### config.mk
export PLATFORM = sky130hd
export DESIGN_NAME = mbcd_core
export DESIGN_NICKNAME = d
export VERILOG_FILES = /design/src/rtl/mbcd_pkg.sv /design/src/rtl/mbcd_ram_if.sv /design/src/rtl/mbcd_sync.sv /design/src/rtl/mbcd_ram.sv /design/src/rtl/mbcd_core.sv
export SDC_FILE = /design/constraint.sdc
export NUM_CORES = 1
export LEC_CHECK = 0
export ABC_AREA = 1
export BUFFER_PORTS_ARGS = -buffer_cell sky130_fd_sc_hd__buf_2
export CAP_MARGIN = 10
export CORE_UTILIZATION = 40
export DETAILED_ROUTE_END_ITERATION = 7
export GPL_ROUTABILITY_DRIVEN = 0
export PLACE_DENSITY_LB_ADDON = 0.15
export SLEW_MARGIN = 20
export SYNTH_ARGS = -nofsm -noshare
export SYNTH_HDL_FRONTEND = slang
export SYNTH_HIERARCHICAL = 1
export SYNTH_SLANG_ARGS = --single-unit
export TNS_END_PERCENT = 1
### constraint.sdc
create_clock -name sys_clk_i -period 5.4 [get_ports sys_clk_i]
set_input_delay 0.81 -clock sys_clk_i [delete_from_list [all_inputs] [get_ports sys_clk_i]]
set_output_delay 0.81 -clock sys_clk_i [all_outputs]
set_load 0.02 [all_outputs]
### src/rtl/mbcd_pkg.sv
package mbcd_pkg;

    ////////////////////////////////////////////////////////////////////////////
    // Widths.
    localparam int PC_W   = 12;
    localparam int DATA_W = 8;
    localparam int RAM_AW = 7;
    localparam int SP_W   = 3;

    ////////////////////////////////////////////////////////////////////////////
    // Opcodes and opcode fields.
    localparam logic [7:0] OP_JUMP_TEST0_HIGH    = 8'h36;
    localparam logic [7:0] OP_JUMP_TEST0_LOW     = 8'h26;
    localparam logic [7:0] OP_JUMP_TEST1_LOW     = 8'h46;
    localparam logic [7:0] OP_JUMP_USER_FLAG_ONE = 8'h76;
    localparam logic [7:0] OP_JUMP_ON_IRQ_PIN    = 8'h86;
    localparam logic [7:0] OP_CLOCK_OUT_ENABLE   = 8'h75;
    localparam logic [7:0] OP_HALT               = 8'h01;
    localparam logic [4:0] OP_ACC_BIT_LOW        = 5'h12;
    localparam logic [4:0] OP_CALL_LOW           = 5'h14;
    localparam logic [6:0] OP_NIBBLE_XCHG_HIGH   = 7'h18;
    localparam logic [6:0] OP_EXT_WRITE_HIGH     = 7'h48;

    ////////////////////////////////////////////////////////////////////////////
    // Reset values, addresses and timing counts.
    localparam logic [PC_W-1:0]   PC_RESET     = 12'h000;
    localparam logic [SP_W-1:0]   SP_RESET     = 3'h0;
    localparam logic [DATA_W-1:0] ACC_RESET    = 8'h00;
    localparam logic [RAM_AW-1:0] STACK_BASE   = 7'h08;
    localparam logic [1:0]        CLK_DIV_LAST = 2'h2;

    typedef enum logic [2:0] {
        ST_FETCH, ST_OPC, ST_ARG, ST_PUSH, ST_PTR, ST_DATA, ST_HALT
    } mbcd_state_e;

    typedef struct packed {
        mbcd_state_e        st;
        logic [7:0]         op;
        logic [PC_W-1:0]    pc;
        logic [SP_W-1:0]    sp;
        logic [DATA_W-1:0]  acc;
        logic [RAM_AW-1:0]  ptr;
        logic [7:0]         arg;
        logic               push_hi;
        logic               rd;
        logic [7:0]         ext_addr;
        logic [7:0]         ext_wdata;
        logic               ext_wr;
        logic               clk_en;
        logic [1:0]         div;
        logic               clk_out;
        logic               halted;
    } mbcd_core_s;

endpackage : mbcd_pkg

### src/rtl/mbcd_ram_if.sv
`timescale 1ns/1ns
interface mbcd_ram_if;
    import mbcd_pkg::*;
    logic [RAM_AW-1:0] addr;
    logic              we;
    logic [DATA_W-1:0] wdata;
    logic [DATA_W-1:0] rdata;
    modport master (output addr, output we, output wdata, input rdata);
    modport slave  (input addr, input we, input wdata, output rdata);
endinterface : mbcd_ram_if

### src/rtl/mbcd_sync.sv
`timescale 1ns/1ns
module mbcd_sync #(
    parameter int           W    = 1,
    parameter logic [W-1:0] INIT = '0
) (
    // Clock and reset
    input  wire logic         sys_clk_i,
    input  wire logic         rst_b_i,
    // Pin side and clean side
    input  wire logic [W-1:0] d_i,
    output logic      [W-1:0] q_o
);
    typedef struct packed {
        logic [W-1:0] s1;
        logic [W-1:0] s2;
        logic [W-1:0] s3;
        logic [W-1:0] q;
    } mbcd_sync_s;

    mbcd_sync_s r;
    mbcd_sync_s next_r;

    // A change is accepted only once the second and third stages agree.
    always_comb begin
        next_r    = r;
        next_r.s1 = d_i;
        next_r.s2 = r.s1;
        next_r.s3 = r.s2;
        next_r.q  = (~(r.s2 ^ r.s3) & r.s3) | ((r.s2 ^ r.s3) & r.q);
    end

    always_ff @(posedge sys_clk_i or negedge rst_b_i) begin
        if (!rst_b_i) begin
            r <= {INIT, INIT, INIT, INIT};
        end else begin
            r <= next_r;
        end
    end

    assign q_o = r.q;

endmodule : mbcd_sync

### src/rtl/mbcd_ram.sv
`timescale 1ns/1ns
module mbcd_ram #(
    parameter int DEPTH = 128
) (
    // Clock
    input  wire logic   sys_clk_i,
    // Port
    mbcd_ram_if.slave   bus
);
    import mbcd_pkg::*;

    logic [DATA_W-1:0] mem [0:DEPTH-1];

    // The array sits in a plain clocked process so that test code may preload it.
    always @(posedge sys_clk_i) begin
        if (bus.we) begin
            mem[bus.addr] <= bus.wdata;
        end
    end

    // Read-before-write: a write cycle returns the old byte next cycle.
    always_ff @(posedge sys_clk_i) begin
        bus.rdata <= mem[bus.addr];
    end

endmodule : mbcd_ram

### src/rtl/mbcd_core.sv
`timescale 1ns/1ns
// Function
// RULE_01 - Opcode 36h loads the second byte into PC[7:0] when test pin zero is high.
// RULE_02 - Opcode 26h loads the second byte into PC[7:0] when test pin zero is low.
// RULE_03 - Opcode 46h loads the second byte into PC[7:0] when test pin one is low.
// RULE_04 - Opcode 76h loads the second byte into PC[7:0] when user flag one is set.
// RULE_05 - Opcode 86h branches in page when the interrupt pin is low.
// RULE_06 - Opcode bbb10010 branches in page when accumulator bit bbb is one.
// RULE_07 - A call pushes status word bits 7 to 4 and the PC, bumps the stack pointer and jumps.
// RULE_08 - Nibble exchange swaps low nibbles of the accumulator and RAM at R0 or R1.
// RULE_09 - External data write sends the accumulator to the address in R0 or R1.
// RULE_10 - Opcode 75h turns test pin zero into a clock output in one cycle.
// RULE_11 - Opcode 01h is decoded as halt.
// RULE_12 - Halt freezes all state until reset or a low interrupt pin.
// RULE_13 - In-page jumps never change PC[11:8].
module mbcd_core (
    // Clock and reset
    input  wire logic                         sys_clk_i,
    input  wire logic                         rst_b_i,
    // Program memory
    output logic [mbcd_pkg::PC_W-1:0]         prog_addr_o,
    output logic                              prog_rd_o,
    input  wire logic [mbcd_pkg::DATA_W-1:0]  prog_data_i,
    // External data memory
    output logic [7:0]                        ext_addr_o,
    output logic [mbcd_pkg::DATA_W-1:0]       ext_wdata_o,
    output logic                              ext_wr_o,
    // Pins
    input  wire logic                         test_pin_zero_i,
    output logic                              test_pin_zero_o,
    output logic                              test_pin_zero_oe_o,
    input  wire logic                         test_pin_one_i,
    input  wire logic                         irq_pin_b_i,
    // Core state from neighbouring logic
    input  wire logic                         user_flag_one_i,
    input  wire logic                         memory_bank_flipflop_i,
    input  wire logic [3:0]                   program_status_upper_i,
    input  wire logic                         acc_load_i,
    input  wire logic [mbcd_pkg::DATA_W-1:0]  acc_data_i,
    // Status
    output logic [mbcd_pkg::DATA_W-1:0]       acc_o,
    output logic [mbcd_pkg::SP_W-1:0]         sp_o,
    output logic                              halted_o
);
    import mbcd_pkg::*;

    mbcd_core_s        r;
    mbcd_core_s        next_r;
    logic [2:0]        pins;
    logic              pin_zero;
    logic              pin_one;
    logic              irq_b;
    logic              take;
    logic [RAM_AW-1:0] ram_addr;
    logic              ram_we;
    logic [DATA_W-1:0] ram_wdata;

    mbcd_ram_if ram ();

    ////////////////////////////////////////////////////////////////////////////
    // Pin inputs come from outside the clock domain.
    mbcd_sync #(
        .W    (3),
        .INIT (3'h4)
    ) u_sync (
        .sys_clk_i (sys_clk_i),
        .rst_b_i   (rst_b_i),
        .d_i       ({irq_pin_b_i, test_pin_one_i, test_pin_zero_i}),
        .q_o       (pins)
    );

    assign pin_zero = pins[0];
    assign pin_one  = pins[1];
    assign irq_b    = pins[2];

    mbcd_ram #(
        .DEPTH (128)
    ) u_ram (
        .sys_clk_i (sys_clk_i),
        .bus       (ram)
    );

    assign ram.addr  = ram_addr;
    assign ram.we    = ram_we;
    assign ram.wdata = ram_wdata;

    ////////////////////////////////////////////////////////////////////////////
    // Branch condition of the conditional jump held in r.op.
    always_comb begin
        case (r.op)
            OP_JUMP_TEST0_HIGH:    take = pin_zero;                  // RULE_01
            OP_JUMP_TEST0_LOW:     take = ~pin_zero;                 // RULE_02
            OP_JUMP_TEST1_LOW:     take = ~pin_one;                  // RULE_03
            OP_JUMP_USER_FLAG_ONE: take = user_flag_one_i;           // RULE_04
            OP_JUMP_ON_IRQ_PIN:    take = ~irq_b;                    // RULE_05
            default: begin
                take = (r.op[4:0] == OP_ACC_BIT_LOW) && r.acc[r.op[7:5]]; // RULE_06
            end
        endcase
    end

    ////////////////////////////////////////////////////////////////////////////
    // Sequencer.
    always_comb begin
        next_r        = r;
        next_r.ext_wr = 1'b0;
        ram_addr      = {RAM_AW{1'b0}};
        ram_we        = 1'b0;
        ram_wdata     = r.acc;
        // Halt freezes the accumulator too; a load strobe during halt is dropped.
        if (acc_load_i && r.st != ST_HALT) begin
            next_r.acc = acc_data_i;
        end
        case (r.st)
            ST_FETCH: begin
                next_r.pc = r.pc + 12'h001;
                next_r.st = ST_OPC;
            end
            ST_OPC: begin
                next_r.op = prog_data_i;
                if (prog_data_i == OP_JUMP_TEST0_HIGH || prog_data_i == OP_JUMP_TEST0_LOW ||
                    prog_data_i == OP_JUMP_TEST1_LOW || prog_data_i == OP_JUMP_ON_IRQ_PIN ||
                    prog_data_i == OP_JUMP_USER_FLAG_ONE ||
                    prog_data_i[4:0] == OP_ACC_BIT_LOW || prog_data_i[4:0] == OP_CALL_LOW) begin
                    next_r.pc = r.pc + 12'h001;
                    next_r.st = ST_ARG;
                end else if (prog_data_i[7:1] == OP_NIBBLE_XCHG_HIGH ||
                             prog_data_i[7:1] == OP_EXT_WRITE_HIGH) begin
                    ram_addr  = {{(RAM_AW-1){1'b0}}, prog_data_i[0]};
                    next_r.st = ST_PTR;
                end else if (prog_data_i == OP_CLOCK_OUT_ENABLE) begin
                    next_r.clk_en = 1'b1;                            // RULE_10
                    next_r.st    = ST_FETCH;
                end else if (prog_data_i == OP_HALT) begin
                    next_r.st = ST_HALT;                             // RULE_11
                end else begin
                    // Opcodes owned by other decode blocks pass as one fetch.
                    next_r.st = ST_FETCH;
                end
            end
            ST_ARG: begin
                next_r.arg = prog_data_i;
                if (r.op[4:0] == OP_CALL_LOW) begin
                    next_r.push_hi = 1'b0;
                    next_r.st      = ST_PUSH;
                end else begin
                    if (take) begin
                        next_r.pc = {r.pc[11:8], prog_data_i};       // RULE_13
                    end
                    next_r.st = ST_FETCH;
                end
            end
            ST_PUSH: begin
                // Two stack bytes per level: PC low, then PROGRAM_STATUS_WORD upper and PC high.
                ram_we    = 1'b1;                                    // RULE_07
                ram_addr  = STACK_BASE + {{(RAM_AW-SP_W-1){1'b0}}, r.sp, r.push_hi};
                ram_wdata = r.push_hi ? {program_status_upper_i, r.pc[11:8]} : r.pc[7:0];
                if (!r.push_hi) begin
                    next_r.push_hi = 1'b1;
                end else begin
                    next_r.sp = r.sp + 3'h1;                         // RULE_07
                    next_r.pc = {memory_bank_flipflop_i, r.op[7:5], r.arg}; // RULE_07
                    next_r.st = ST_FETCH;
                end
            end
            ST_PTR: begin
                if (r.op[7:1] == OP_EXT_WRITE_HIGH) begin
                    next_r.ext_addr  = ram.rdata;                    // RULE_09
                    next_r.ext_wdata = r.acc;
                    next_r.ext_wr    = 1'b1;
                    next_r.st        = ST_FETCH;
                end else begin
                    next_r.ptr = ram.rdata[RAM_AW-1:0];
                    ram_addr   = ram.rdata[RAM_AW-1:0];
                    next_r.st  = ST_DATA;
                end
            end
            ST_DATA: begin
                ram_we     = 1'b1;                                   // RULE_08
                ram_addr   = r.ptr;
                ram_wdata  = {ram.rdata[7:4], r.acc[3:0]};
                next_r.acc = {r.acc[7:4], ram.rdata[3:0]};
                next_r.st  = ST_FETCH;
            end
            ST_HALT: begin
                // Everything holds; only a low interrupt pin moves on.
                if (!irq_b) begin
                    next_r.st = ST_FETCH;                            // RULE_12
                end
            end
            default: begin
                next_r.st = ST_FETCH;
            end
        endcase
        // The test pin clock is an internal clock, so it freezes in halt.
        if (r.clk_en && r.st != ST_HALT) begin
            next_r.div = (r.div == CLK_DIV_LAST) ? 2'h0 : r.div + 2'h1;
        end
        next_r.clk_out = r.clk_en && (next_r.div == 2'h0);
        // The opcode slot also fetches the following byte, so a second byte is ready in ST_ARG.
        next_r.rd      = (next_r.st == ST_FETCH) || (next_r.st == ST_OPC);
        next_r.halted  = (next_r.st == ST_HALT);
    end

    always_ff @(posedge sys_clk_i or negedge rst_b_i) begin
        if (!rst_b_i) begin
            r <= '{st: ST_FETCH, op: 8'h00, pc: PC_RESET, sp: SP_RESET, acc: ACC_RESET,
                   ptr: 7'h00, arg: 8'h00, push_hi: 1'b0, rd: 1'b1, ext_addr: 8'h00,
                   ext_wdata: 8'h00, ext_wr: 1'b0, clk_en: 1'b0, div: 2'h0, clk_out: 1'b0,
                   halted: 1'b0};
        end else begin
            r <= next_r;
        end
    end

    assign prog_addr_o        = r.pc;
    assign prog_rd_o          = r.rd;
    assign ext_addr_o         = r.ext_addr;
    assign ext_wdata_o        = r.ext_wdata;
    assign ext_wr_o           = r.ext_wr;
    assign test_pin_zero_o    = r.clk_out;
    assign test_pin_zero_oe_o = r.clk_en;
    assign acc_o              = r.acc;
    assign sp_o               = r.sp;
    assign halted_o           = r.halted;
endmodule : mbcd_core

==> impl_results.md <==
* Run status: completed
* Routed met2 length at 62,100 µm
* Period utilisation layout at 81.6%
* Pin slew with the least headroom to its limit at 999 ps
* Global router's overall resource usage at 21.7%
* Final Hold Vio Count at 0
* Total number of vias at 33,200
* Clk Tree Root Cell: sky130_fd_sc_hd__clkbuf_16
* DRT met1 WL at 60,400 µm
* Average size of a mapped cell at 9.76 µm²
* Floorplan Core Area at 0.120 mm²
* Worst hold-check slack at 81.4 ps
* Chain of cells forming the critical path: inv_2 > nand3_1 > buf_4 > inv_1 > nand2_1 > o2111ai_4 > inv_16 > buf_12 > buf_4 > nand2_1 > nand2_1 > nand2_1 > nand2_1 > nand2_1 > nand2_1 > nand2_1 > nand2_1 > nor2_1 > nor2_1 > nor2_1 > nand2_1
* Worst reg-to-reg setup slack at 990 ps
* Global-route wire length before repair at 201,000 µm
* Worst r2r path cells at 21
* Biggest cell delay along the critical path at 540 ps
* Cell types occupying the most area after synthesis: sky130_fd_sc_hd__edfxtp_1, sky130_fd_sc_hd__nand2_1, sky130_fd_sc_hd__dfrtp_1
* Maximum clock insertion buffer count at 3
* Post-synth EDFFs at 1,024
* Inserted Clock Buffers at 118
* Setup bufs post-CTS at 0
* FP Rows at 127
* Slack of the critical path at 993 ps
* Most frequent cells in the layout: sky130_fd_sc_hd__nand2_1, sky130_fd_sc_hd__edfxtp_1, sky130_fd_sc_hd__nor2_1, sky130_fd_sc_hd__inv_1, sky130_fd_sc_hd__buf_4
* Die Y at 350 µm
* Routed wire length at 133,000 µm
* Via count of the first global-routing pass at 31,800
* Final critical-path required period at 4410 ps
* Overflow left after global routing at 0
* Pleak at 22.8 nW
* Final max-slew violation count at 0
* Cell accounting for the most synthesized area: sky130_fd_sc_hd__edfxtp_1
* Fraction of the yosys area taken by sequential cells at 68.1%
* Post-synth top area share at 63.4%
* Layout cells sized above 1 at 8.40%
* Clk_skew at 24.9 ps
* Most common cell after layout, fill and taps aside: sky130_fd_sc_hd__nand2_1
* Max Clock Freq at 227 MHz
* Resized cells post-CTS at 0
* Vias per cell at 4.92
* Uppermost signal routing layer after detailed routing: met4
* Synth Net Count at 5,001
* Max_slew headroom at 33.1%
* Path category of the worst min-delay check: in2async
* Maximum number of pins on one net before global-route repair at 159
* Max-cap violations at 0
* Post-place setup slack at 903 ps
* Total of warnings raised by yosys at 6
* Data arrival time of the critical path at 5050 ps
* Area growth syn-to-layout at 12.4%
* Antenna viol nets, final at 0
* Post-detailed-route wirelength per cell at 19.7 µm
* Initial antenna violation count at 1
* Horiz. Die Dim at 350 µm
* Kind of start point of the critical path: flip-flop
* 1st-pass router iterations at 5
* CTS H-Tree Depth at 3
* Class of the most critical setup path: reg2reg
* Estimated wirelength of the detail-placed design at 78,000 µm
* Post-route DRC violation count at 0
* Netlist Area Pre-Place at 0.0485 mm²
* Top flip-flop cell by instance count after synthesis: sky130_fd_sc_hd__edfxtp_1
* Critical path capture point type: flip-flop
* Maximum net fanout on the critical path at 158
* Number of storage elements in the synthesis netlist at 1,117
* Library cell contributing the largest single delay on the critical path: sky130_fd_sc_hd__dfrtp_1
* Number of nets in the layout at 5,072
* Effective utilization at floorplan at 40.4%
* CTS sink cnt at 1,117
* Die ar. at 0.123 mm²
* Number of buffers added to fix hold violations after cts at 0
* Later-pin clock latency in the skew report at 710 ps
* Setup repair after global routing missed its margin: no
* Total power divided by cell area at 375 mW/mm²
* Async SR Flop Fraction at 7.61%
* Cell count after synthesis at 4,971
* Starting DRC count in detailed routing at 2,526
* Worst endpoint required time at 6050 ps
* Final setup violating endpoints at 0
* Clock tree from TritonCTS: done
* Terminus of the critical flop-to-flop path: u_ram/bus.rdata[0]
* Worst-path clk slew at 60 ps
* Count of unique library cells instantiated by Yosys at 40
* Worst IR Drop VDD at 0.272 mV
* Quantity of I/O buffers inserted on ports at 71
* I/O pin cnt at 72
* Critical path's most frequent cell: sky130_fd_sc_hd__nand2_1
* Met3 wire len at 7570 µm
* Worst flop-to-flop path startpoint: r[71]
[final cells by class]
| type | instances | area [µm²] |
|---|---|---|
| Antenna cell | 2 | 5.00 |
| Clock buffer | 144 | 3080 |
| Clock inverter | 66 | 459 |
| Fill cell | 11400 | 65600 |
| Inverter | 145 | 573 |
| Multi-Input combinational cell | 3438 | 13600 |
| Sequential cell | 1117 | 33000 |
| Tap cell | 1612 | 2020 |
| Timing Repair Buffer | 222 | 1780 |
[cells in the mapped netlist, types with 2 or more instances]
| library cell | n |
|---|---|
| sky130_fd_sc_hd__inv_1 | 136 |
| sky130_fd_sc_hd__o221ai_1 | 14 |
| sky130_fd_sc_hd__a21oi_1 | 15 |
| sky130_fd_sc_hd__nand2_2 | 4 |
| sky130_fd_sc_hd__inv_4 | 2 |
| sky130_fd_sc_hd__o21ai_1 | 19 |
| sky130_fd_sc_hd__buf_1 | 17 |
| sky130_fd_sc_hd__dfxtp_1 | 8 |
| sky130_fd_sc_hd__o211ai_1 | 8 |
| sky130_fd_sc_hd__xnor2_1 | 2 |
| sky130_fd_sc_hd__nand2_4 | 3 |
| sky130_fd_sc_hd__or2_1 | 2 |
| sky130_fd_sc_hd__dfrtp_1 | 80 |
| sky130_fd_sc_hd__buf_6 | 6 |
| sky130_fd_sc_hd__o21ai_0 | 33 |
| sky130_fd_sc_hd__nor2_1 | 284 |
| sky130_fd_sc_hd__nand2_1 | 2939 |
| sky130_fd_sc_hd__nand3_1 | 65 |
| sky130_fd_sc_hd__buf_4 | 78 |
| sky130_fd_sc_hd__ha_1 | 2 |
| sky130_fd_sc_hd__or2_2 | 10 |
| sky130_fd_sc_hd__buf_2 | 139 |
| sky130_fd_sc_hd__xor2_1 | 3 |
| sky130_fd_sc_hd__dfstp_2 | 5 |
| sky130_fd_sc_hd__inv_2 | 7 |
| sky130_fd_sc_hd__edfxtp_1 | 1024 |
| sky130_fd_sc_hd__a22oi_1 | 5 |
| sky130_fd_sc_hd__nor3_1 | 5 |
| sky130_fd_sc_hd__nand4_1 | 11 |
| sky130_fd_sc_hd__clkbuf_1 | 31 |
| sky130_fd_sc_hd__nor2_2 | 4 |
| sky130_fd_sc_hd__nor2_4 | 2 |
[worst max-delay path, delay by kind of cell (launching register included)]
kind                   cells  cell delay, ps
and+or+nand+nor           14            1820
buffers and inverters      6            1620
DFF                        1             540
AOI/OAI and AO/OA          1             240
[worst max path at each step]
| stage | from | end |
|---|---|---|
| 6_report | r[71] | u_ram/bus.rdata[0] |
| 5_1_grt | r[71] | u_ram/bus.rdata[0] |
| 4_1_cts | r[71] | u_ram/bus.rdata[0] |
| 3_5_place_dp | prog_data_i[6] | u_ram/bus.rdata[0] |
| 3_3_place_gp | prog_data_i[6] | u_ram/bus.rdata[0] |
| 2_1_floorplan | r[72] | u_ram/mem[0][3] |
[cells by family after synthesis]
group,count (synthesis),synth area share [%]
AOI/OAI and AO/OA,97,1.19
xor gates and xnor gates,5,0.0903
adders and majority gates,2,0.0516
buffers and inverters,416,4.28
DFF,1117,68.1
muxes,1,0.0232
and+or+nand+nor,3333,26.3
[power breakdown]
part,internal (mW),switching (mW)
logic,0.682,2.06
registers,9.98,0.204
clock network,4.25,3.29
[flip-flops by register name (all words and copies together) (netlist names), 3 cells and up, named ones only]
signal	flops
acc_o	8
ext_wdata_o	8
prog_addr_o	12
u_ram/bus.rdata	8
sp_o	3
u_sync/r	3
u_ram/mem	1024
ext_addr_o	8
u_sync/next_r	6
r	29
[metal layers]
layer | track usage (%) | vias to the layer above
li1 | - | 16100
met4 | 5.36 | 0
met3 | 2.94 | 156
met1 | 30.7 | 16000
met5 | 0 | -
met2 | 35.3 | 907
[through the flow]
| step | TNS, ps | util, % | cells | power (mW) | cell area, µm² |
|---|---|---|---|---|---|
| after global routing | 0 | 45.4 | 6744 | 21.3 | 54500 |
| final | 0 | 45.4 | 6746 | 20.5 | 54500 |
| after CTS | 0 | 45.3 | 6742 | 20.6 | 54500 |
| after floorplan | -59200 | - | 4971 | 12.1 | 48500 |
| after global placement | 0 | 42.4 | 6532 | 13.1 | 50900 |
| after detailed placement | 0 | 42.4 | 6532 | 13.1 | 50900 |
Power figures use the tool's default switching activity.
